File: src/shared/scc_pkg.sv
// Shared constants for the synthesizer channel control block
package scc_pkg;
  // Register byte offsets
  localparam logic [7:0] OFF_SYNTH_TOP = 8'h00;
  localparam logic [7:0] OFF_SYNTH_B2 = 8'h04;
  localparam logic [7:0] OFF_SYNTH_B1 = 8'h08;
  localparam logic [7:0] OFF_SYNTH_B0 = 8'h0C;
  localparam logic [7:0] OFF_CHAN_STEP = 8'h10;
  localparam logic [7:0] OFF_CHAN_INDEX = 8'h14;
  localparam logic [7:0] OFF_OSC_CFG = 8'h18;
  localparam logic [7:0] OFF_SYNTH_CFG2 = 8'h1C;
  localparam logic [7:0] OFF_MODE_CTRL = 8'h20;
  localparam logic [7:0] OFF_CAL_RX = 8'h24;
  localparam logic [7:0] OFF_CAL_TX = 8'h28;
  localparam logic [7:0] OFF_STATUS = 8'h2C;
  localparam logic [7:0] OFF_CENTRE = 8'h30;
  // Field positions
  localparam int TOP_WORD_LSB = 0;
  localparam int TOP_BAND_BIT = 4;
  localparam int TOP_CP_LSB = 5;
  localparam int OSC_HALVE_BIT = 0;
  localparam int OSC_DOUBLE_BIT = 1;
  localparam int CFG2_SPLIT_BIT = 0;
  localparam int CTRL_MODE_LSB = 0;
  localparam int CTRL_CALDIS_BIT = 2;
  // Reset values
  localparam logic [7:0] RST_SYNTH_TOP = 8'h00;
  localparam logic [7:0] RST_BYTE = 8'h00;
  localparam logic [7:0] RST_CHAN_STEP = 8'h00;
  // Channel step scale 2^15 against base scale 2^20, both in units of fxo/2^23
  localparam int CHAN_SHIFT = 8;
  // Requested radio modes
  localparam logic [1:0] MODE_READY = 2'h0;
  localparam logic [1:0] MODE_LOCK = 2'h1;
  localparam logic [1:0] MODE_RX = 2'h2;
  localparam logic [1:0] MODE_TX = 2'h3;
  // Timing, in ns, and derived cycle counts at the 100 MHz clock
  localparam int CLK_MHZ = 100;
  localparam int CAL_TIME_NS = 1000;
  localparam int LOCK_TIME_NS = 500;
  localparam int CAL_CYCLES = (CAL_TIME_NS * CLK_MHZ + 999) / 1000;
  localparam int LOCK_CYCLES = (LOCK_TIME_NS * CLK_MHZ + 999) / 1000;
  // Synthesizer sequencing states
  typedef enum logic [1:0] {SQ_IDLE, SQ_CAL, SQ_SETTLE, SQ_LOCKED} scc_seq_t;
endpackage

File: src/hw/scc_synth_ctrl.sv
// Synthesizer channel control: register file, frequency word, calibration and lock sequencing
// Summary of operation
// - With a double-rate reference the sequencer advances on every second clock only; registers, bus and centre word run every clock.
// - Unless calibration is disabled, a calibration runs on each lock need: ready to lock/rx/tx and rx/tx swaps.
// - At calibration end the result word is applied and written into the matching calibration register.
// - With calibration disabled, the stored rx or tx word is applied directly and lock follows sooner.
// - Centre frequency is base plus channel index times step, step being fxo/2^15 times the step word.
// - Base frequency is fxo over (B/2 times D) times the synth word over 2^20.
// - The synth word is 28 bits held in four consecutive byte registers.
// - Band select 0 gives divide by 4, 1 gives divide by 8.
// - Reference halving 0 gives divider 1, 1 gives divider 2.
// - The channel index is one 8-bit register, and writing it alone retunes the synthesizer.
//
// Decided for this implementation: the register addresses and the AHB-Lite slave port.
`timescale 1ns/1ps
module scc_synth_ctrl #(
  parameter int CAL_W = 7
) (
  input wire logic mclk_i,
  input wire logic reset_i,
  input wire logic ce_i,
  input wire logic hsel_i,
  input wire logic [31:0] haddr_i,
  input wire logic [1:0] htrans_i,
  input wire logic hwrite_i,
  input wire logic [2:0] hsize_i,
  input wire logic [31:0] hwdata_i,
  input wire logic hready_i,
  output logic hreadyout_o,
  output logic hresp_o,
  output logic [31:0] hrdata_o,
  input wire logic [CAL_W-1:0] cal_result_i,
  output logic [31:0] centre_freq_o,
  output logic [CAL_W-1:0] cal_word_o,
  output logic [2:0] charge_pump_current_sel_o,
  output logic phase_detector_split_enable_o,
  output logic band_divider_select_o,
  output logic reference_halving_o,
  output logic synth_locked_o,
  output logic cal_busy_o
);

  ////////////////////////////////////////////////////////////////////////////
  // Registers and bus capture
  logic [7:0] synth_word_top_register;
  logic [7:0] synth_b2;
  logic [7:0] synth_b1;
  logic [7:0] synth_b0;
  logic [7:0] channel_step_word;
  logic [7:0] channel_index;
  logic [1:0] oscillator_config_register;
  logic synth_config_second_register;
  logic [1:0] target_mode;
  logic cal_disable;
  logic [CAL_W-1:0] cal_rx;
  logic [CAL_W-1:0] cal_tx;
  logic wr_pend;
  logic [7:0] wr_addr;
  logic tick;
  logic half_phase;
  logic [1:0] applied_mode;
  scc_pkg::scc_seq_t seq;
  logic [15:0] seq_cnt;
  logic hw_cal_wr;
  logic hw_cal_tx;
  logic [CAL_W-1:0] cal_sync1;
  logic [CAL_W-1:0] cal_sync2;
  logic [27:0] synth_base_word;
  logic [31:0] next_centre;
  logic [31:0] rd_value;
  logic need_lock;
  logic wr_now;

  assign synth_base_word = {synth_word_top_register[scc_pkg::TOP_WORD_LSB +: 4], synth_b2, synth_b1, synth_b0};
  assign wr_now = wr_pend && ce_i;

  // Read mux sampled by the address phase capture; address decode in one place
  function automatic logic [31:0] read_reg(input logic [7:0] a);
    logic [31:0] r;
    r = 32'h0000_0000;
    unique case (a)
      scc_pkg::OFF_SYNTH_TOP: r = {24'h00_0000, synth_word_top_register};
      scc_pkg::OFF_SYNTH_B2: r = {24'h00_0000, synth_b2};
      scc_pkg::OFF_SYNTH_B1: r = {24'h00_0000, synth_b1};
      scc_pkg::OFF_SYNTH_B0: r = {24'h00_0000, synth_b0};
      scc_pkg::OFF_CHAN_STEP: r = {24'h00_0000, channel_step_word};
      scc_pkg::OFF_CHAN_INDEX: r = {24'h00_0000, channel_index};
      scc_pkg::OFF_OSC_CFG: r = {30'h0000_0000, oscillator_config_register};
      scc_pkg::OFF_SYNTH_CFG2: r = {31'h0000_0000, synth_config_second_register};
      scc_pkg::OFF_MODE_CTRL: r = {29'h0000_0000, cal_disable, target_mode};
      scc_pkg::OFF_CAL_RX: r = {{(32-CAL_W){1'b0}}, cal_rx};
      scc_pkg::OFF_CAL_TX: r = {{(32-CAL_W){1'b0}}, cal_tx};
      scc_pkg::OFF_STATUS: r = {26'h000_0000, applied_mode, seq, synth_locked_o, cal_busy_o};
      scc_pkg::OFF_CENTRE: r = centre_freq_o;
      default: r = 32'h0000_0000;
    endcase
    return r;
  endfunction

  // Procedural so that it follows the registers the function reads, not only the address
  always_comb begin
    rd_value = read_reg(haddr_i[7:0]);
  end

  // Address phase capture; zero wait states, so reads are sampled at the address phase
  always_ff @(posedge mclk_i) begin
    if (reset_i) begin
      wr_pend <= 1'b0;
      wr_addr <= 8'h00;
      hrdata_o <= 32'h0000_0000;
      hreadyout_o <= 1'b0;
      hresp_o <= 1'b0;
    end else if (ce_i) begin
      hreadyout_o <= 1'b1;
      hresp_o <= 1'b0;
      wr_pend <= hsel_i && htrans_i[1] && hready_i && hwrite_i;
      wr_addr <= haddr_i[7:0];
      if (hsel_i && htrans_i[1] && hready_i && !hwrite_i) begin
        hrdata_o <= (haddr_i[31:8] == 24'h00_0000) ? rd_value : 32'h0000_0000;
      end
    end
  end

  ////////////////////////////////////////////////////////////////////////////
  // Configuration writes in the data phase
  always_ff @(posedge mclk_i) begin
    if (reset_i) begin
      synth_word_top_register <= scc_pkg::RST_SYNTH_TOP;
      synth_b2 <= scc_pkg::RST_BYTE;
      synth_b1 <= scc_pkg::RST_BYTE;
      synth_b0 <= scc_pkg::RST_BYTE;
      channel_step_word <= scc_pkg::RST_CHAN_STEP;
      channel_index <= scc_pkg::RST_BYTE;
      oscillator_config_register <= 2'h0;
      synth_config_second_register <= 1'b0;
      target_mode <= scc_pkg::MODE_READY;
      cal_disable <= 1'b0;
    end else if (wr_now) begin
      unique case (wr_addr)
        scc_pkg::OFF_SYNTH_TOP: synth_word_top_register <= hwdata_i[7:0];
        scc_pkg::OFF_SYNTH_B2: synth_b2 <= hwdata_i[7:0];
        scc_pkg::OFF_SYNTH_B1: synth_b1 <= hwdata_i[7:0];
        scc_pkg::OFF_SYNTH_B0: synth_b0 <= hwdata_i[7:0];
        scc_pkg::OFF_CHAN_STEP: channel_step_word <= hwdata_i[7:0];
        scc_pkg::OFF_CHAN_INDEX: channel_index <= hwdata_i[7:0];
        scc_pkg::OFF_OSC_CFG: oscillator_config_register <= hwdata_i[1:0];
        scc_pkg::OFF_SYNTH_CFG2: synth_config_second_register <= hwdata_i[scc_pkg::CFG2_SPLIT_BIT];
        scc_pkg::OFF_MODE_CTRL: begin
          target_mode <= hwdata_i[scc_pkg::CTRL_MODE_LSB +: 2];
          cal_disable <= hwdata_i[scc_pkg::CTRL_CALDIS_BIT];
        end
        default: ;
      endcase
    end
  end

  // Calibration words: the engine's write wins over a software write in the same cycle.
  // The engine stores the word it applied, not a later sample of the asynchronous result.
  always_ff @(posedge mclk_i) begin
    if (reset_i) begin
      cal_rx <= '0;
      cal_tx <= '0;
    end else if (ce_i) begin
      if (hw_cal_wr && !hw_cal_tx) begin
        cal_rx <= cal_word_o;
      end else if (wr_pend && wr_addr == scc_pkg::OFF_CAL_RX) begin
        cal_rx <= hwdata_i[CAL_W-1:0];
      end
      if (hw_cal_wr && hw_cal_tx) begin
        cal_tx <= cal_word_o;
      end else if (wr_pend && wr_addr == scc_pkg::OFF_CAL_TX) begin
        cal_tx <= hwdata_i[CAL_W-1:0];
      end
    end
  end

  ////////////////////////////////////////////////////////////////////////////
  // Digital tick: double-rate references run the sequencer at half speed
  always_ff @(posedge mclk_i) begin
    if (reset_i) begin
      half_phase <= 1'b0;
    end else if (ce_i) begin
      half_phase <= oscillator_config_register[scc_pkg::OSC_DOUBLE_BIT] ? ~half_phase : 1'b0;
    end
  end
  assign tick = ce_i && (!oscillator_config_register[scc_pkg::OSC_DOUBLE_BIT] || half_phase);

  // Analog calibration result crosses in through two flops
  always_ff @(posedge mclk_i) begin
    if (reset_i) begin
      cal_sync1 <= '0;
      cal_sync2 <= '0;
    end else if (ce_i) begin
      cal_sync1 <= cal_result_i;
      cal_sync2 <= cal_sync1;
    end
  end

  ////////////////////////////////////////////////////////////////////////////
  // Lock need: leaving ready, or swapping between receive and transmit
  assign need_lock = (target_mode != scc_pkg::MODE_READY) &&
    ((applied_mode == scc_pkg::MODE_READY) ||
     (applied_mode == scc_pkg::MODE_RX && target_mode == scc_pkg::MODE_TX) ||
     (applied_mode == scc_pkg::MODE_TX && target_mode == scc_pkg::MODE_RX));

  // Sequencer: calibrate, then settle, then report lock
  always_ff @(posedge mclk_i) begin
    if (reset_i) begin
      seq <= scc_pkg::SQ_IDLE;
      seq_cnt <= 16'h0000;
      applied_mode <= scc_pkg::MODE_READY;
      hw_cal_wr <= 1'b0;
      hw_cal_tx <= 1'b0;
      cal_word_o <= '0;
      synth_locked_o <= 1'b0;
      cal_busy_o <= 1'b0;
    end else if (tick) begin
      hw_cal_wr <= 1'b0;
      if (target_mode == scc_pkg::MODE_READY) begin
        seq <= scc_pkg::SQ_IDLE;
        applied_mode <= scc_pkg::MODE_READY;
        synth_locked_o <= 1'b0;
        cal_busy_o <= 1'b0;
      end else if (need_lock) begin
        applied_mode <= target_mode;
        hw_cal_tx <= (target_mode != scc_pkg::MODE_RX);
        synth_locked_o <= 1'b0;
        if (!cal_disable) begin
          seq <= scc_pkg::SQ_CAL;
          seq_cnt <= 16'(scc_pkg::CAL_CYCLES - 1);
          cal_busy_o <= 1'b1;
        end else begin
          seq <= scc_pkg::SQ_SETTLE;
          seq_cnt <= 16'(scc_pkg::LOCK_CYCLES - 1);
          cal_busy_o <= 1'b0;
          cal_word_o <= (target_mode == scc_pkg::MODE_RX) ? cal_rx : cal_tx;
        end
      end else begin
        applied_mode <= target_mode;
        unique case (seq)
          scc_pkg::SQ_CAL: begin
            if (seq_cnt == 16'h0000) begin
              cal_word_o <= cal_sync2;
              hw_cal_wr <= 1'b1;
              cal_busy_o <= 1'b0;
              seq <= scc_pkg::SQ_SETTLE;
              seq_cnt <= 16'(scc_pkg::LOCK_CYCLES - 1);
            end else begin
              seq_cnt <= seq_cnt - 16'h0001;
            end
          end
          scc_pkg::SQ_SETTLE: begin
            if (seq_cnt == 16'h0000) begin
              seq <= scc_pkg::SQ_LOCKED;
              synth_locked_o <= 1'b1;
            end else begin
              seq_cnt <= seq_cnt - 16'h0001;
            end
          end
          scc_pkg::SQ_IDLE, scc_pkg::SQ_LOCKED: ;
        endcase
      end
    end
  end

  ////////////////////////////////////////////////////////////////////////////
  // Centre frequency word in units of fxo/2^23; B/2*D of 2, 4 or 8 is a shift
  always_comb begin
    next_centre = 32'(synth_base_word) << 2;
    if (synth_word_top_register[scc_pkg::TOP_BAND_BIT]) begin
      next_centre = next_centre >> 1;
    end
    if (oscillator_config_register[scc_pkg::OSC_HALVE_BIT]) begin
      next_centre = next_centre >> 1;
    end
    next_centre = next_centre + ((32'(channel_step_word) * 32'(channel_index)) << scc_pkg::CHAN_SHIFT);
  end

  // Analog-facing fields, registered; channel index alone is enough to retune
  always_ff @(posedge mclk_i) begin
    if (reset_i) begin
      centre_freq_o <= 32'h0000_0000;
      charge_pump_current_sel_o <= 3'h0;
      phase_detector_split_enable_o <= 1'b0;
      band_divider_select_o <= 1'b0;
      reference_halving_o <= 1'b0;
    end else if (ce_i) begin
      centre_freq_o <= next_centre;
      charge_pump_current_sel_o <= synth_word_top_register[scc_pkg::TOP_CP_LSB +: 3];
      phase_detector_split_enable_o <= synth_config_second_register;
      band_divider_select_o <= synth_word_top_register[scc_pkg::TOP_BAND_BIT];
      reference_halving_o <= oscillator_config_register[scc_pkg::OSC_HALVE_BIT];
    end
  end

  ////////////////////////////////////////////////////////////////////////////
  // Checks
  chk_cal_on_lock: assert property (@(posedge mclk_i) disable iff (reset_i)
    (tick && need_lock && !cal_disable) |=> (seq == scc_pkg::SQ_CAL && cal_busy_o))
    else $error("calibration did not start on lock need");
  chk_nocal_settle: assert property (@(posedge mclk_i) disable iff (reset_i)
    (tick && need_lock && cal_disable && target_mode == scc_pkg::MODE_RX) |=> (seq == scc_pkg::SQ_SETTLE
    && cal_word_o == $past(cal_rx)))
    else $error("stored rx word not applied");
  chk_cal_store: assert property (@(posedge mclk_i) disable iff (reset_i)
    (hw_cal_wr && ce_i && hw_cal_tx) |=> (cal_tx == $past(cal_word_o)))
    else $error("calibration result not stored");
  chk_cal_apply: assert property (@(posedge mclk_i) disable iff (reset_i)
    $fell(cal_busy_o) && hw_cal_wr && seq == scc_pkg::SQ_SETTLE |-> (cal_word_o == $past(cal_sync2)))
    else $error("calibration result not applied");
  chk_half_tick: assert property (@(posedge mclk_i) disable iff (reset_i)
    (ce_i && oscillator_config_register[scc_pkg::OSC_DOUBLE_BIT] && tick) |=> !tick)
    else $error("double rate ticks on consecutive cycles");
  chk_centre_word: assert property (@(posedge mclk_i) disable iff (reset_i)
    (ce_i && synth_word_top_register[scc_pkg::TOP_BAND_BIT] == 1'b0 && !oscillator_config_register[0])
    |=> centre_freq_o == $past(32'(synth_base_word) * 32'h4 + 32'(channel_step_word) * 32'(channel_index) * 32'h100))
    else $error("centre word mismatch");
  chk_band_div8: assert property (@(posedge mclk_i) disable iff (reset_i)
    (ce_i && synth_word_top_register[scc_pkg::TOP_BAND_BIT] && oscillator_config_register[0])
    |=> centre_freq_o == $past(32'(synth_base_word) + 32'(channel_step_word) * 32'(channel_index) * 32'h100))
    else $error("divide by 8 with halving mismatch");
  chk_ready_unlock: assert property (@(posedge mclk_i) disable iff (reset_i)
    (tick && target_mode == scc_pkg::MODE_READY) |=> !synth_locked_o && !cal_busy_o)
    else $error("lock held in ready");
  chk_lock_after: assert property (@(posedge mclk_i) disable iff (reset_i)
    $rose(synth_locked_o) |-> $past(seq) == scc_pkg::SQ_SETTLE)
    else $error("lock without settle");
  cov_cal_lock: cover property (@(posedge mclk_i) disable iff (reset_i) $fell(cal_busy_o));
  cov_stored_lock: cover property (@(posedge mclk_i) disable iff (reset_i) $rose(synth_locked_o) && cal_disable);
  cov_rx_tx_swap: cover property (@(posedge mclk_i) disable iff (reset_i)
    tick && need_lock && applied_mode == scc_pkg::MODE_RX);

endmodule // scc_synth_ctrl

File: config.mk
export PLATFORM = sky130hd
export DESIGN_NAME = scc_synth_ctrl
export DESIGN_NICKNAME = d
export VERILOG_FILES = /design/src/shared/scc_pkg.sv /design/src/hw/scc_synth_ctrl.sv
export SDC_FILE = /design/constraint.sdc
export NUM_CORES = 1
export LEC_CHECK = 0
export ABC_AREA = 1
export BUFFER_PORTS_ARGS = -buffer_cell sky130_fd_sc_hd__buf_2
export CAP_MARGIN = 5
export CORE_UTILIZATION = 25
export CTS_CLUSTER_SIZE = 24
export DETAILED_ROUTE_END_ITERATION = 7
export HOLD_SLACK_MARGIN = 0.15
export REMOVE_ABC_BUFFERS = 1
export SLEW_MARGIN = 10
export SYNTH_ARGS = -nofsm -noshare
export SYNTH_HDL_FRONTEND = slang
export SYNTH_SLANG_ARGS = --single-unit
File: constraint.sdc
create_clock -name mclk_i -period 13.5 [get_ports mclk_i]
set_input_delay 0.675 -clock mclk_i [delete_from_list [all_inputs] [get_ports mclk_i]]
set_output_delay 0.675 -clock mclk_i [all_outputs]
set_load 0.1 [all_outputs]
==> results of run 1 <==
==> power by group through the flow <==
stage	Combinational (mW)	Sequential [mW]	Clock (mW)
after floorplan	0.0378	0.626	0
after global placement	0.105	0.594	0
after detailed placement	0.106	0.595	0
after CTS	0.106	0.581	0.546
after global routing	0.115	0.582	0.567
final	0.106	0.581	0.533
==> per-layer routing <==
metal / vias up / wire length, um / GRT usage
met5: - / 0 / 0
li1: 6321 / - / -
met3: 40 / 2060 / 0.0249
met2: 334 / 17800 / 0.252
met4: 0 / 544 / 0.0395
met1: 5717 / 17800 / 0.201
==> Yosys cell counts (10+ instances only) <==
cell type,n,share of area
a21oi_1,139,0.055
clkbuf_1,66,0.020
dfxtp_1,192,0.31
fa_1,37,0.059
ha_1,56,0.056
inv_1,286,0.085
nand2_1,484,0.14
nand3_1,98,0.039
nand4_1,10,0.0050
nor2_1,263,0.078
nor3_1,20,0.0079
o21ai_0,199,0.079
xor2_1,20,0.014
==> how the worst min path moves through the flow <==
stage                    start           end  slack (ns)  cells after the start
4_1_cts        cal_result_i[0]  cal_sync1[0]        0.41                      3
2_1_floorplan        cal_rx[6]     cal_rx[6]        0.44                      2
6_report       cal_result_i[0]  cal_sync1[0]        0.44                      3
5_1_grt        cal_result_i[4]  cal_sync1[4]        0.43                      3
3_5_place_dp      hrdata_o[23]  hrdata_o[23]        0.45                      2
3_3_place_gp      hrdata_o[21]  hrdata_o[21]        0.45                      2
==> kinds of logic (layout without fill, tap and decap cells) <==
| logic type | count (synthesis) | count (layout) |
|---|---|---|
| and+or+nand+nor | 900 | 900 |
| xor gates and xnor gates | 26 | 26 |
| muxes | 3 | 3 |
| DFF | 192 | 192 |
| AOI/OAI and AO/OA | 370 | 370 |
| other | 1 | 3 |
| adders and majority gates | 93 | 93 |
| buffers and inverters | 378 | 465 |
==> sequential cells by signal (all words and copies together), names as in the netlist, 8 cells and up <==
name	count
centre_freq_o	31
hrdata_o	31
seq_cnt	16
channel_index	8
channel_step_word	8
synth_b0	8
synth_b1	8
synth_b2	8
synth_word_top_register	8
wr_addr	8
==> worst max-delay path, cell delays in order (launching register included) <==
cell and delay, ns:
dfxtp_1 0.63, nand2_1 0.16, fa_1 0.54, fa_1 0.54, inv_1 0.05, fa_1 0.47, inv_1 0.04, fa_1 0.47
inv_1 0.04, ha_1 0.33, inv_1 0.08, o21bai_1 0.20, a21oi_1 0.09, o21ai_0 0.27, a21oi_1 0.13, xor2_1 0.15
inv_1 0.09, ha_1 0.34, a21oi_1 0.23, nand2_1 0.10, nor2_1 0.15, nand2_1 0.08, nand2_1 0.07, nand2_1 0.11
nand2_1 0.08, nand2_1 0.04, o21ai_0 0.15, inv_1 0.05
==> final cells by class <==
class	instances	area (sq um)	share of cell area
Multi-Input combinational cell	1395	7310	0.508
Sequential cell	192	3840	0.267
Clock buffer	19	453	0.0315
Tap cell	664	831	0.0577
Timing Repair Buffer	140	723	0.0502
Inverter	293	1100	0.0764
Clock inverter	13	139	0.00964
==> per-stage QoR <==
step / instances / util / hold WS (ns)
global placement: 2684 / 0.280 / 0.448
CTS: 2716 / 0.292 / 0.412
finish: 2716 / 0.292 / 0.438
floorplan: 1880 / - / 0.441
detailed placement: 2684 / 0.280 / 0.453
global route: 2716 / 0.292 / 0.432
==> out/summary.txt, run 1 <==
IO Pins - 163
Post-CTS Setup Inserts - 0
WS Path Type - register to register
Fmax - 173 MHz
Clock Sink Count - 192
Antenna Cells - 0
GRT Total Usage - 0.151
Final setup fails - 0
Net Switching - 351 uW
R2r endpoint - centre_freq_o[25]
Switching power share of the total - 0.287
Total chip power - 1.22 mW
Max Slew Vio Count - 0
Starting DRT DRC Count - 728
Synth-to-layout area growth - 14.3%
Htree depth - 4
# hold bufs at CTS - 0
Cell count after synthesis - 1963
Post_cts resized - 0
Total vias in the final route - 12400
CTS tree - done
Top FF cell, synth - dfxtp_1
CTS max path bufs - 2
Cell Area, Placed - 13800 sq um
Worst Setup SP - channel_step_word[5]
Die area - 51300 sq um
Drc violations - 0
Clock-pin slew on the worst setup and hold paths - 0.08 ns
Internal Pwr Total - 869 uW
Critical path arrival - 6.13 ns
Outcome - completed
Post-synthesis simple-gate area fraction - 0.289
RSZ-0062 raised after global routing - no
DPL Wire Length - 28800 um
Asr flop ratio synth - 0
Register area share after synthesis - 0.305
Post-synth EDFFs - 0
Mux share of post-synthesis cell area - 0.00268
Worst reg2reg setup slack - 7.73 ns
Synth Area in Adders - 0.114
CP Capture Point - centre_freq_o[25]
Count of different cell masters after synthesis - 47
# fillers - 5500
Wire per inst - 14.1 um
Syn Std Cell Area - 12600 sq um
Largest family of logic cells by synthesized area - simple AND/OR/NAND/NOR gates
Antenna violations before repair - 0
Core region area - 49400 sq um
First-pass GRT wire length - 61300 um
Final wirelength - 38200 um
Synth Area in Compound Gates - 0.155
Combinational Power Share - 0.087
Clock buffer count from CTS - 17
RR Startpoint - channel_step_word[5]
Number of global-route vias before repair - 11600
Design area - 14400 sq um
Die H - 226 um
Final TNS setup - 0 ns
Commonest non-fill, non-tap cells in the layout - 484 x nand2_1, 285 x inv_1, 263 x nor2_1, 199 x o21ai_0, 192 x dfxtp_1
Starting Density - 0.255
Commonest non-fill, non-tap cell in the layout - nand2_1
Detail Route Antenna Nets - 0
Largest net degree at the start of global routing - 112
PwrDens - 84.7 nW/um^2
Port bufs - 131
Min Tclk post-route - 5.77 ns
Critical Path RT - 13.86 ns
Synth Register Bits - 192
Post-route clock period utilization - 0.427
Total Nets Final - 2214
Worst R2R Path Depth - 27
Die X-Extent - 226 um
Setup crit end kind - register
GRT Residual Overflow - 0
CTS Root Cell - clkbuf_16
Skew-Pair Late Insertion Delay - 0.47 ns
Clock power share - 0.437
Reg power frac - 0.477
Fraction of layout cells with a size suffix above 1 - 0.0994
Pleak - 7.21 nW
Vias per cell - 4.57
Worst IR drop on VDD - 0.0000930 V
Max-Cap Viols - 0
Post-Synth XOR/XNOR Area - 0.0181
Syn. warnings - 0
Rows - 81
Worst Setup Slack, final - 7.73 ns
Setup crit start kind - register
DRT Pass-1 Iters - 5
Setup Slack @ Placement - 7.78 ns
Clk_skew - 0.0191 ns
Highest net fanout along the worst path - 10
Worst hold path type - primary input to register
Rel. slew slack - 0.314
Gpl congestion - 0.905
Fin. Hold Viols - 0
Average cell area after synthesis - 6.42 sq um
Worst-Margin Slew - 1.03 ns
Note: power is estimated with default switching activity, not from simulation.
==> inputs of run 2 (changes only) <==
- ABC_AREA: 1 -> 0
- clock period: 13.5 -> 5.25 ns (I/O delays scaled with it)
==> run 2 against run 1 <==
Net effect:
- the run now ends with negative setup slack left
- maximum frequency increased by 2.7%
- wire length increased by 1.9%
- hold slack got worse by 0.27 ns
- critical endpoint is now centre_freq_o[27]
- largest cell class unchanged
- largest power group unchanged
==> out/summary.txt, run 2 <==
Outcome - finished, violations left
Failing checks - negative setup slack
Port bufs - 131
RR Startpoint - channel_index[3]
Pleak - 6.64 nW
CTS max path bufs - 2
Total Nets Final - 1812
Fmax - 178 MHz
Critical-path cell list - nand2_4 -> fa_1 -> fa_1 -> inv_1 -> fa_1 -> inv_2 -> fa_1 -> inv_2 -> ha_4 -> buf_6 -> a221oi_4 -> o21ai_2 -> a41oi_2 -> nor2b_4 -> xnor2_2 -> ha_1 -> a21o_1 -> a31o_4 -> a211oi_4 -> o22ai_2 -> buf_6 -> buf_4 -> xnor2_2 -> a211oi_1
Clock buffer count from CTS - 17
Max-Cap Viols - 0
Clock power share - 0.435
Yosys top cell area share - 0.305
Clk_skew - 0.0186 ns
Worst-Margin Slew - 1.18 ns
Synth-to-layout area growth - 22.5%
GRT Total Usage - 0.154
Worst R2R Path Depth - 24
Net Switching - 756 uW
Depth of the worst hold-timing path - 3
Setup crit start kind - register
Post-route clock period utilization - 1.07
Worst Setup SP - channel_index[3]
Final wirelength - 38900 um
Htree depth - 4
Clock Sink Count - 192
Vias per cell - 4.89
GRT Residual Overflow - 0
Max Slew Vio Count - 0
Critical path arrival - 5.99 ns
Worst IR drop on VDD - 0.000166 V
Wire per inst - 16.8 um
Detail Route Antenna Nets - 0
Syn Std Cell Area - 12600 sq um
Top FF cell, synth - dfxtp_1
CTS Root Cell - clkbuf_16
Starting DRT DRC Count - 710
Cell count after synthesis - 1477
CTS tree - done
Setup crit end kind - register
Total chip power - 2.99 mW
Worst Setup Slack, final - -0.366 ns
Reg power frac - 0.494
Top flop regs - centre_freq_o: 31 flops, hrdata_o: 31 flops, seq_cnt: 16 flops
Antenna violations before repair - 3
Average cell area after synthesis - 8.54 sq um
Clock-pin slew on the worst setup and hold paths - 0.08 ns
Drc violations - 0
Starting Density - 0.256
Non-filler instance count after layout - 2310
Fraction of layout cells with a size suffix above 1 - 0.234
# fillers - 5186
Skew-Pair Late Insertion Delay - 0.47 ns
Die H - 227 um
Rows - 81
Yosys top cell by area - dfxtp_1
Largest net degree at the start of global routing - 79
DPL Wire Length - 28500 um
Slowest-stage cell, CP - fa_1
Number of global-route vias before repair - 11000
DRT Pass-1 Iters - 5
Switching power share of the total - 0.253
Critical Path RT - 5.63 ns
Fin. Hold Viols - 0
Die X-Extent - 227 um
Commonest non-fill, non-tap cell in the layout - dfxtp_1
IO Pins - 163
Synth Register Bits - 192
R2r endpoint - centre_freq_o[27]
Count leader, synth - dfxtp_1
Register area share after synthesis - 0.305
Count of different cell masters after synthesis - 74
Final setup fails - 8
Syn. warnings - 0
RSZ-0062 raised after global routing - yes
Combinational Power Share - 0.071
Worst hold path type - primary input to register
Placed Cells - 2257
Post-synth EDFFs - 0
Min Tclk post-route - 5.62 ns
Internal Pwr Total - 2.24 mW
Antenna Cells - 0
Core region area - 49400 sq um
Rel. slew slack - 0.210
Synth top area cells - dfxtp_1 30%, mux2i_1 10%, fa_1 5.9%
Top cells by count, synth - 192 x dfxtp_1, 130 x nor2_1, 129 x mux2i_1, 118 x nand2_1, 103 x a21oi_1
CP Capture Point - centre_freq_o[27]
Highest net fanout along the worst path - 6
Total vias in the final route - 11300
Largest stage delay on the critical path - 0.54 ns
PwrDens - 194 nW/um^2
Most used cell, CP - fa_1
First-pass GRT wire length - 61700 um
WS Path Type - register to register
Commonest non-fill, non-tap cells in the layout - 184 x dfxtp_1, 129 x mux2i_1, 129 x nor2_1, 129 x buf_2, 115 x nand2_1
Final TNS setup - -2.02 ns
Worst reg2reg setup slack - -0.37 ns
Die area - 51400 sq um
Asr flop ratio synth - 0
Gpl congestion - 0.895
==> run 2: metal layers <==
metal | global-route usage | wire length [um] | vias up
li1 | - | - | 5524
met1 | 0.201 | 17800 | 5411
met2 | 0.248 | 17900 | 304
met3 | 0.0334 | 2260 | 59
met4 | 0.0536 | 949 | 6
met5 | 0 | 34 | -
==> run 2: cell type report <==
cell class	instances	area, sq um	area share
Clock buffer	19	443	0.0287
Clock inverter	9	111	0.00720
Inverter	72	270	0.0175
Multi-Input combinational cell	1110	8360	0.541
Sequential cell	192	3860	0.250
Tap cell	664	831	0.0538
Timing Repair Buffer	244	1580	0.102
==> run 2: how the worst min path moves through the flow <==
| stage | to | from |
|---|---|---|
| 6_report | channel_index[6] | hwdata_i[6] |
| 5_1_grt | channel_index[6] | hwdata_i[6] |
| 4_1_cts | channel_index[6] | hwdata_i[6] |
| 3_5_place_dp | hrdata_o[1] | hrdata_o[1] |
| 3_3_place_gp | hrdata_o[1] | hrdata_o[1] |
| 2_1_floorplan | hrdata_o[10] | reset_i |
==> run 2: power groups by stage <==
stage | Combinational, mW | Clock (mW) | Sequential, mW
global route | 0.227 | 1.39 | 1.48
global placement | 0.202 | 0 | 1.51
finish | 0.212 | 1.30 | 1.48
detailed placement | 0.204 | 0 | 1.51
CTS | 0.212 | 1.33 | 1.48
floorplan | 0.0702 | 0 | 1.53
==> run 2: logic make-up (layout without fill, tap and decap cells) <==
group / Yosys count / in the layout / synth area share
AND/OR/NAND/NOR: 543 / 543 / 0.219
other: 1 / 3 / 0.000297
XOR/XNOR: 32 / 32 / 0.0222
AO/OA/AOI/OAI: 293 / 293 / 0.163
flip-flops: 192 / 192 / 0.305
multiplexers: 146 / 146 / 0.120
buffers and inverters: 177 / 344 / 0.0569
adder cells (fa/ha/maj): 93 / 93 / 0.114
==> run 2: critical path: cells and delay by family, from the launching register on <==
family / cells / cell delay (ns)
flip-flops: 1 / 0.38
AO/OA/AOI/OAI: 8 / 1.63
AND/OR/NAND/NOR: 2 / 0.26
buffers and inverters: 6 / 0.52
XOR/XNOR: 2 / 0.23
adder cells (fa/ha/maj): 6 / 2.51
==> run 2: through the flow <==
step / setup slack (ns) / instance area (sq um) / util / hold WS, ns
detailed placement: -0.826 / 14300 / 0.291 / 0.465
finish: -0.366 / 15500 / 0.313 / 0.172
global route: -0.564 / 15500 / 0.313 / 0.155
CTS: -0.302 / 15300 / 0.310 / 0.150
floorplan: -0.560 / 12200 / - / 0.329
global placement: -0.699 / 14300 / 0.291 / 0.444
==> run 2: repair_timing <==
item                                    in CTS  in global routing
endpoints found under the hold margin       15                  0
endpoints found under the setup margin      12                 13
gates resized for setup                     53                 24
setup buffers                                7                  8
pin swaps                                   21                 27
hold buffers                                13                  0
==> inputs of run 3 (changes only) <==
--- a/config.mk
+++ b/config.mk
@@ -9,8 +9,12 @@
 export BUFFER_PORTS_ARGS = -buffer_cell sky130_fd_sc_hd__buf_2
 export CAP_MARGIN = 5
+export CELL_PAD_IN_SITES_DETAIL_PLACEMENT = 1
+export CELL_PAD_IN_SITES_GLOBAL_PLACEMENT = 1
 export CORE_UTILIZATION = 25
+export CTS_CLUSTER_DIAMETER = 40
 export CTS_CLUSTER_SIZE = 24
 export DETAILED_ROUTE_END_ITERATION = 7
 export HOLD_SLACK_MARGIN = 0.15
+export PLACE_DENSITY_LB_ADDON = 0.1
 export REMOVE_ABC_BUFFERS = 1
 export SLEW_MARGIN = 10
==> constraint.sdc (replaced) <==
create_clock -name mclk_i -period 5.25 [get_ports mclk_i]
set_input_delay 0.525 -clock mclk_i [delete_from_list [all_inputs] [get_ports mclk_i]]
set_output_delay 0.525 -clock mclk_i [all_outputs]
set_load 0.1 [all_outputs]
==> run 3 against run 2 <==
Net effect:
- the run still ends with negative setup slack left
- first-iteration DRC count decreased by 45%
- largest cell class unchanged
- critical endpoint is now centre_freq_o[29]
- count of clock-buffer cells in the layout up 2
- critical path depth fell by 1
- cell area up 0.83%
- largest power group unchanged
- total power grew 4.4%
- sequential power barely moved
- die area is the same
==> out/summary.txt, run 3 (synthesis gave the netlist of run 2 again) <==
Outcome - finished, violations left
Failing checks - negative setup slack
Htree depth - 4
Fin. Hold Viols - 0
Starting Density - 0.256
Placed Cells - 2266
Bufs and invs on worst path - 5
Gpl congestion - 0.802
Worst reg2reg setup slack - -0.38 ns
WS Path Type - register to register
Rel. slew slack - 0.213
Number of global-route vias before repair - 11700
Max-Cap Viols - 0
Worst hold path type - primary input to register
Non-filler instance count after layout - 2314
Sink of the worst hold path - cal_sync1[6]
Clock buffer count from CTS - 17
GRT Residual Overflow - 0
Worst Setup Slack, final - -0.381 ns
Vias per cell - 4.83
Final wirelength - 45300 um
CTS tree - done
Die X-Extent - 227 um
Top flop regs - centre_freq_o: 31 flops, hrdata_o: 31 flops, seq_cnt: 16 flops
Commonest non-fill, non-tap cell in the layout - dfxtp_1
Fraction of layout cells with a size suffix above 1 - 0.247
Setup crit end kind - register
Depth of the worst hold-timing path - 3
Skew-Pair Late Insertion Delay - 0.49 ns
Worst IR drop on VDD - 0.000184 V
R2r endpoint - centre_freq_o[29]
Worst R2R Path Depth - 23
Die area - 51400 sq um
Synth-to-layout area growth - 23.5%
Area of the multi-input gates - 8430 sq um
Die H - 227 um
Max Slew Vio Count - 0
CTS max path bufs - 2
Most used cell, CP - fa_1
Highest net fanout along the worst path - 6
Detail Route Antenna Nets - 0
Setup Slack @ Placement - -1.01 ns
Critical path arrival - 6.03 ns
Clock Sink Count - 192
# fillers - 5868
Largest net degree at the start of global routing - 95
CP delay by family, top - adder cells
RSZ-0062 raised after global routing - yes
Wire per inst - 19.6 um
DRT Pass-1 Iters - 4
Total Nets Final - 1812
PwrDens - 200 nW/um^2
CTS Root Cell - clkbuf_16
Core region area - 49400 sq um
Largest stage delay on the critical path - 0.54 ns
Post-route clock period utilization - 1.07
IO Pins - 163
Antenna Cells - 0
Rows - 81
Critical-path cell list - nand2_4 -> fa_1 -> fa_1 -> inv_2 -> fa_1 -> inv_1 -> fa_1 -> inv_2 -> ha_4 -> and2_4 -> a221oi_4 -> o21ai_2 -> a41oi_2 -> a21oi_2 -> xor2_1 -> ha_1 -> buf_6 -> buf_6 -> a31o_4 -> a211oi_4 -> o22ai_4 -> a211o_1 -> a311oi_1
Pleak - 6.70 nW
Total vias in the final route - 11200
Hold Crit Start - cal_result_i[6]
Antenna violations before repair - 0
Worst-Margin Slew - 1.18 ns
Starting DRT DRC Count - 394
Register area - 3860 sq um
GRT Total Usage - 0.182
Clock-pin slew on the worst setup and hold paths - 0.08 ns
Setup crit start kind - register
Slowest-stage cell, CP - fa_1
Commonest non-fill, non-tap cells in the layout - 184 x dfxtp_1, 129 x mux2i_1, 129 x buf_2, 127 x nor2_1, 113 x nand2_1
Fmax - 178 MHz
Min Tclk post-route - 5.63 ns
Critical Path RT - 5.65 ns
Final setup fails - 8
Drc violations - 0
Clk_skew - 0.00986 ns
Port bufs - 131
RR Startpoint - channel_step_word[3]
DPL Wire Length - 33800 um
First-pass GRT wire length - 70200 um
-- run 3: area by class of cell --
cell class	count	area share
well taps	664	0.0533
flip-flops and latches	192	0.248
clock buffers	21	0.0295
repair buffers	244	0.101
clock inverters	11	0.00988
multi-input cells	1110	0.541
inverters	72	0.0175
-- run 3: through the flow --
| step | power, mW | cell area (sq um) | hold WS (ns) | util | setup TNS, ns |
|---|---|---|---|---|---|
| 6_report | 3.12 | 15600 | 0.264 | 0.316 | -1.82 |
| 5_1_grt | 3.25 | 15600 | 0.257 | 0.316 | -4.92 |
| 4_1_cts | 3.19 | 15300 | 0.230 | 0.311 | -1.84 |
| 3_5_place_dp | 1.73 | 14400 | 0.445 | 0.292 | -7.43 |
| 3_3_place_gp | 1.73 | 14400 | 0.439 | 0.292 | -6.52 |
| 2_1_floorplan | 1.60 | 12200 | 0.434 | - | -1.77 |
-- run 3: worst max path at each step --
stage,startpoint,end,slack [ns],cells past startpoint
6_report,channel_step_word[3],centre_freq_o[29],-0.38,23
5_1_grt,channel_step_word[3],centre_freq_o[29],-0.65,22
4_1_cts,channel_step_word[3],centre_freq_o[29],-0.41,25
3_5_place_dp,channel_index[2],centre_freq_o[29],-1.01,23
3_3_place_gp,channel_index[2],centre_freq_o[29],-0.90,23
2_1_floorplan,channel_step_word[5],centre_freq_o[29],-0.56,22
-- run 3: per-layer routing --
layer | wire length [um] | share of wire | up-vias | track usage
met2 | 21900 | 0.48 | 129 | 0.310
li1 | - | - | 5553 | -
met1 | 21600 | 0.48 | 5449 | 0.236
met4 | 697 | 0.015 | 0 | 0.0551
met3 | 1140 | 0.025 | 35 | 0.0244
met5 | 0 | 0 | - | 0
-- run 3: where the power goes --
group	internal [mW]	leakage [nW]	switching (mW)
Combinational	0.0568	4.85	0.156
Clock	0.779	0.300	0.656
Sequential	1.47	1.56	0.0104
Total	2.30	6.70	0.823
-- run 3: worst min-delay path: cells and delay by family --
kind	cells	cell delay, ns
mux	1	0.05
buf+inv	1	0.07
simple gates	1	0.07
-- run 3: what timing repair did --
action,in CTS,in global routing
endpoints found under the hold margin,0,0
endpoints found under the setup margin,13,13
hold buffers,0,0
gates resized for setup,55,42
setup buffers,5,14
pin swaps,29,14
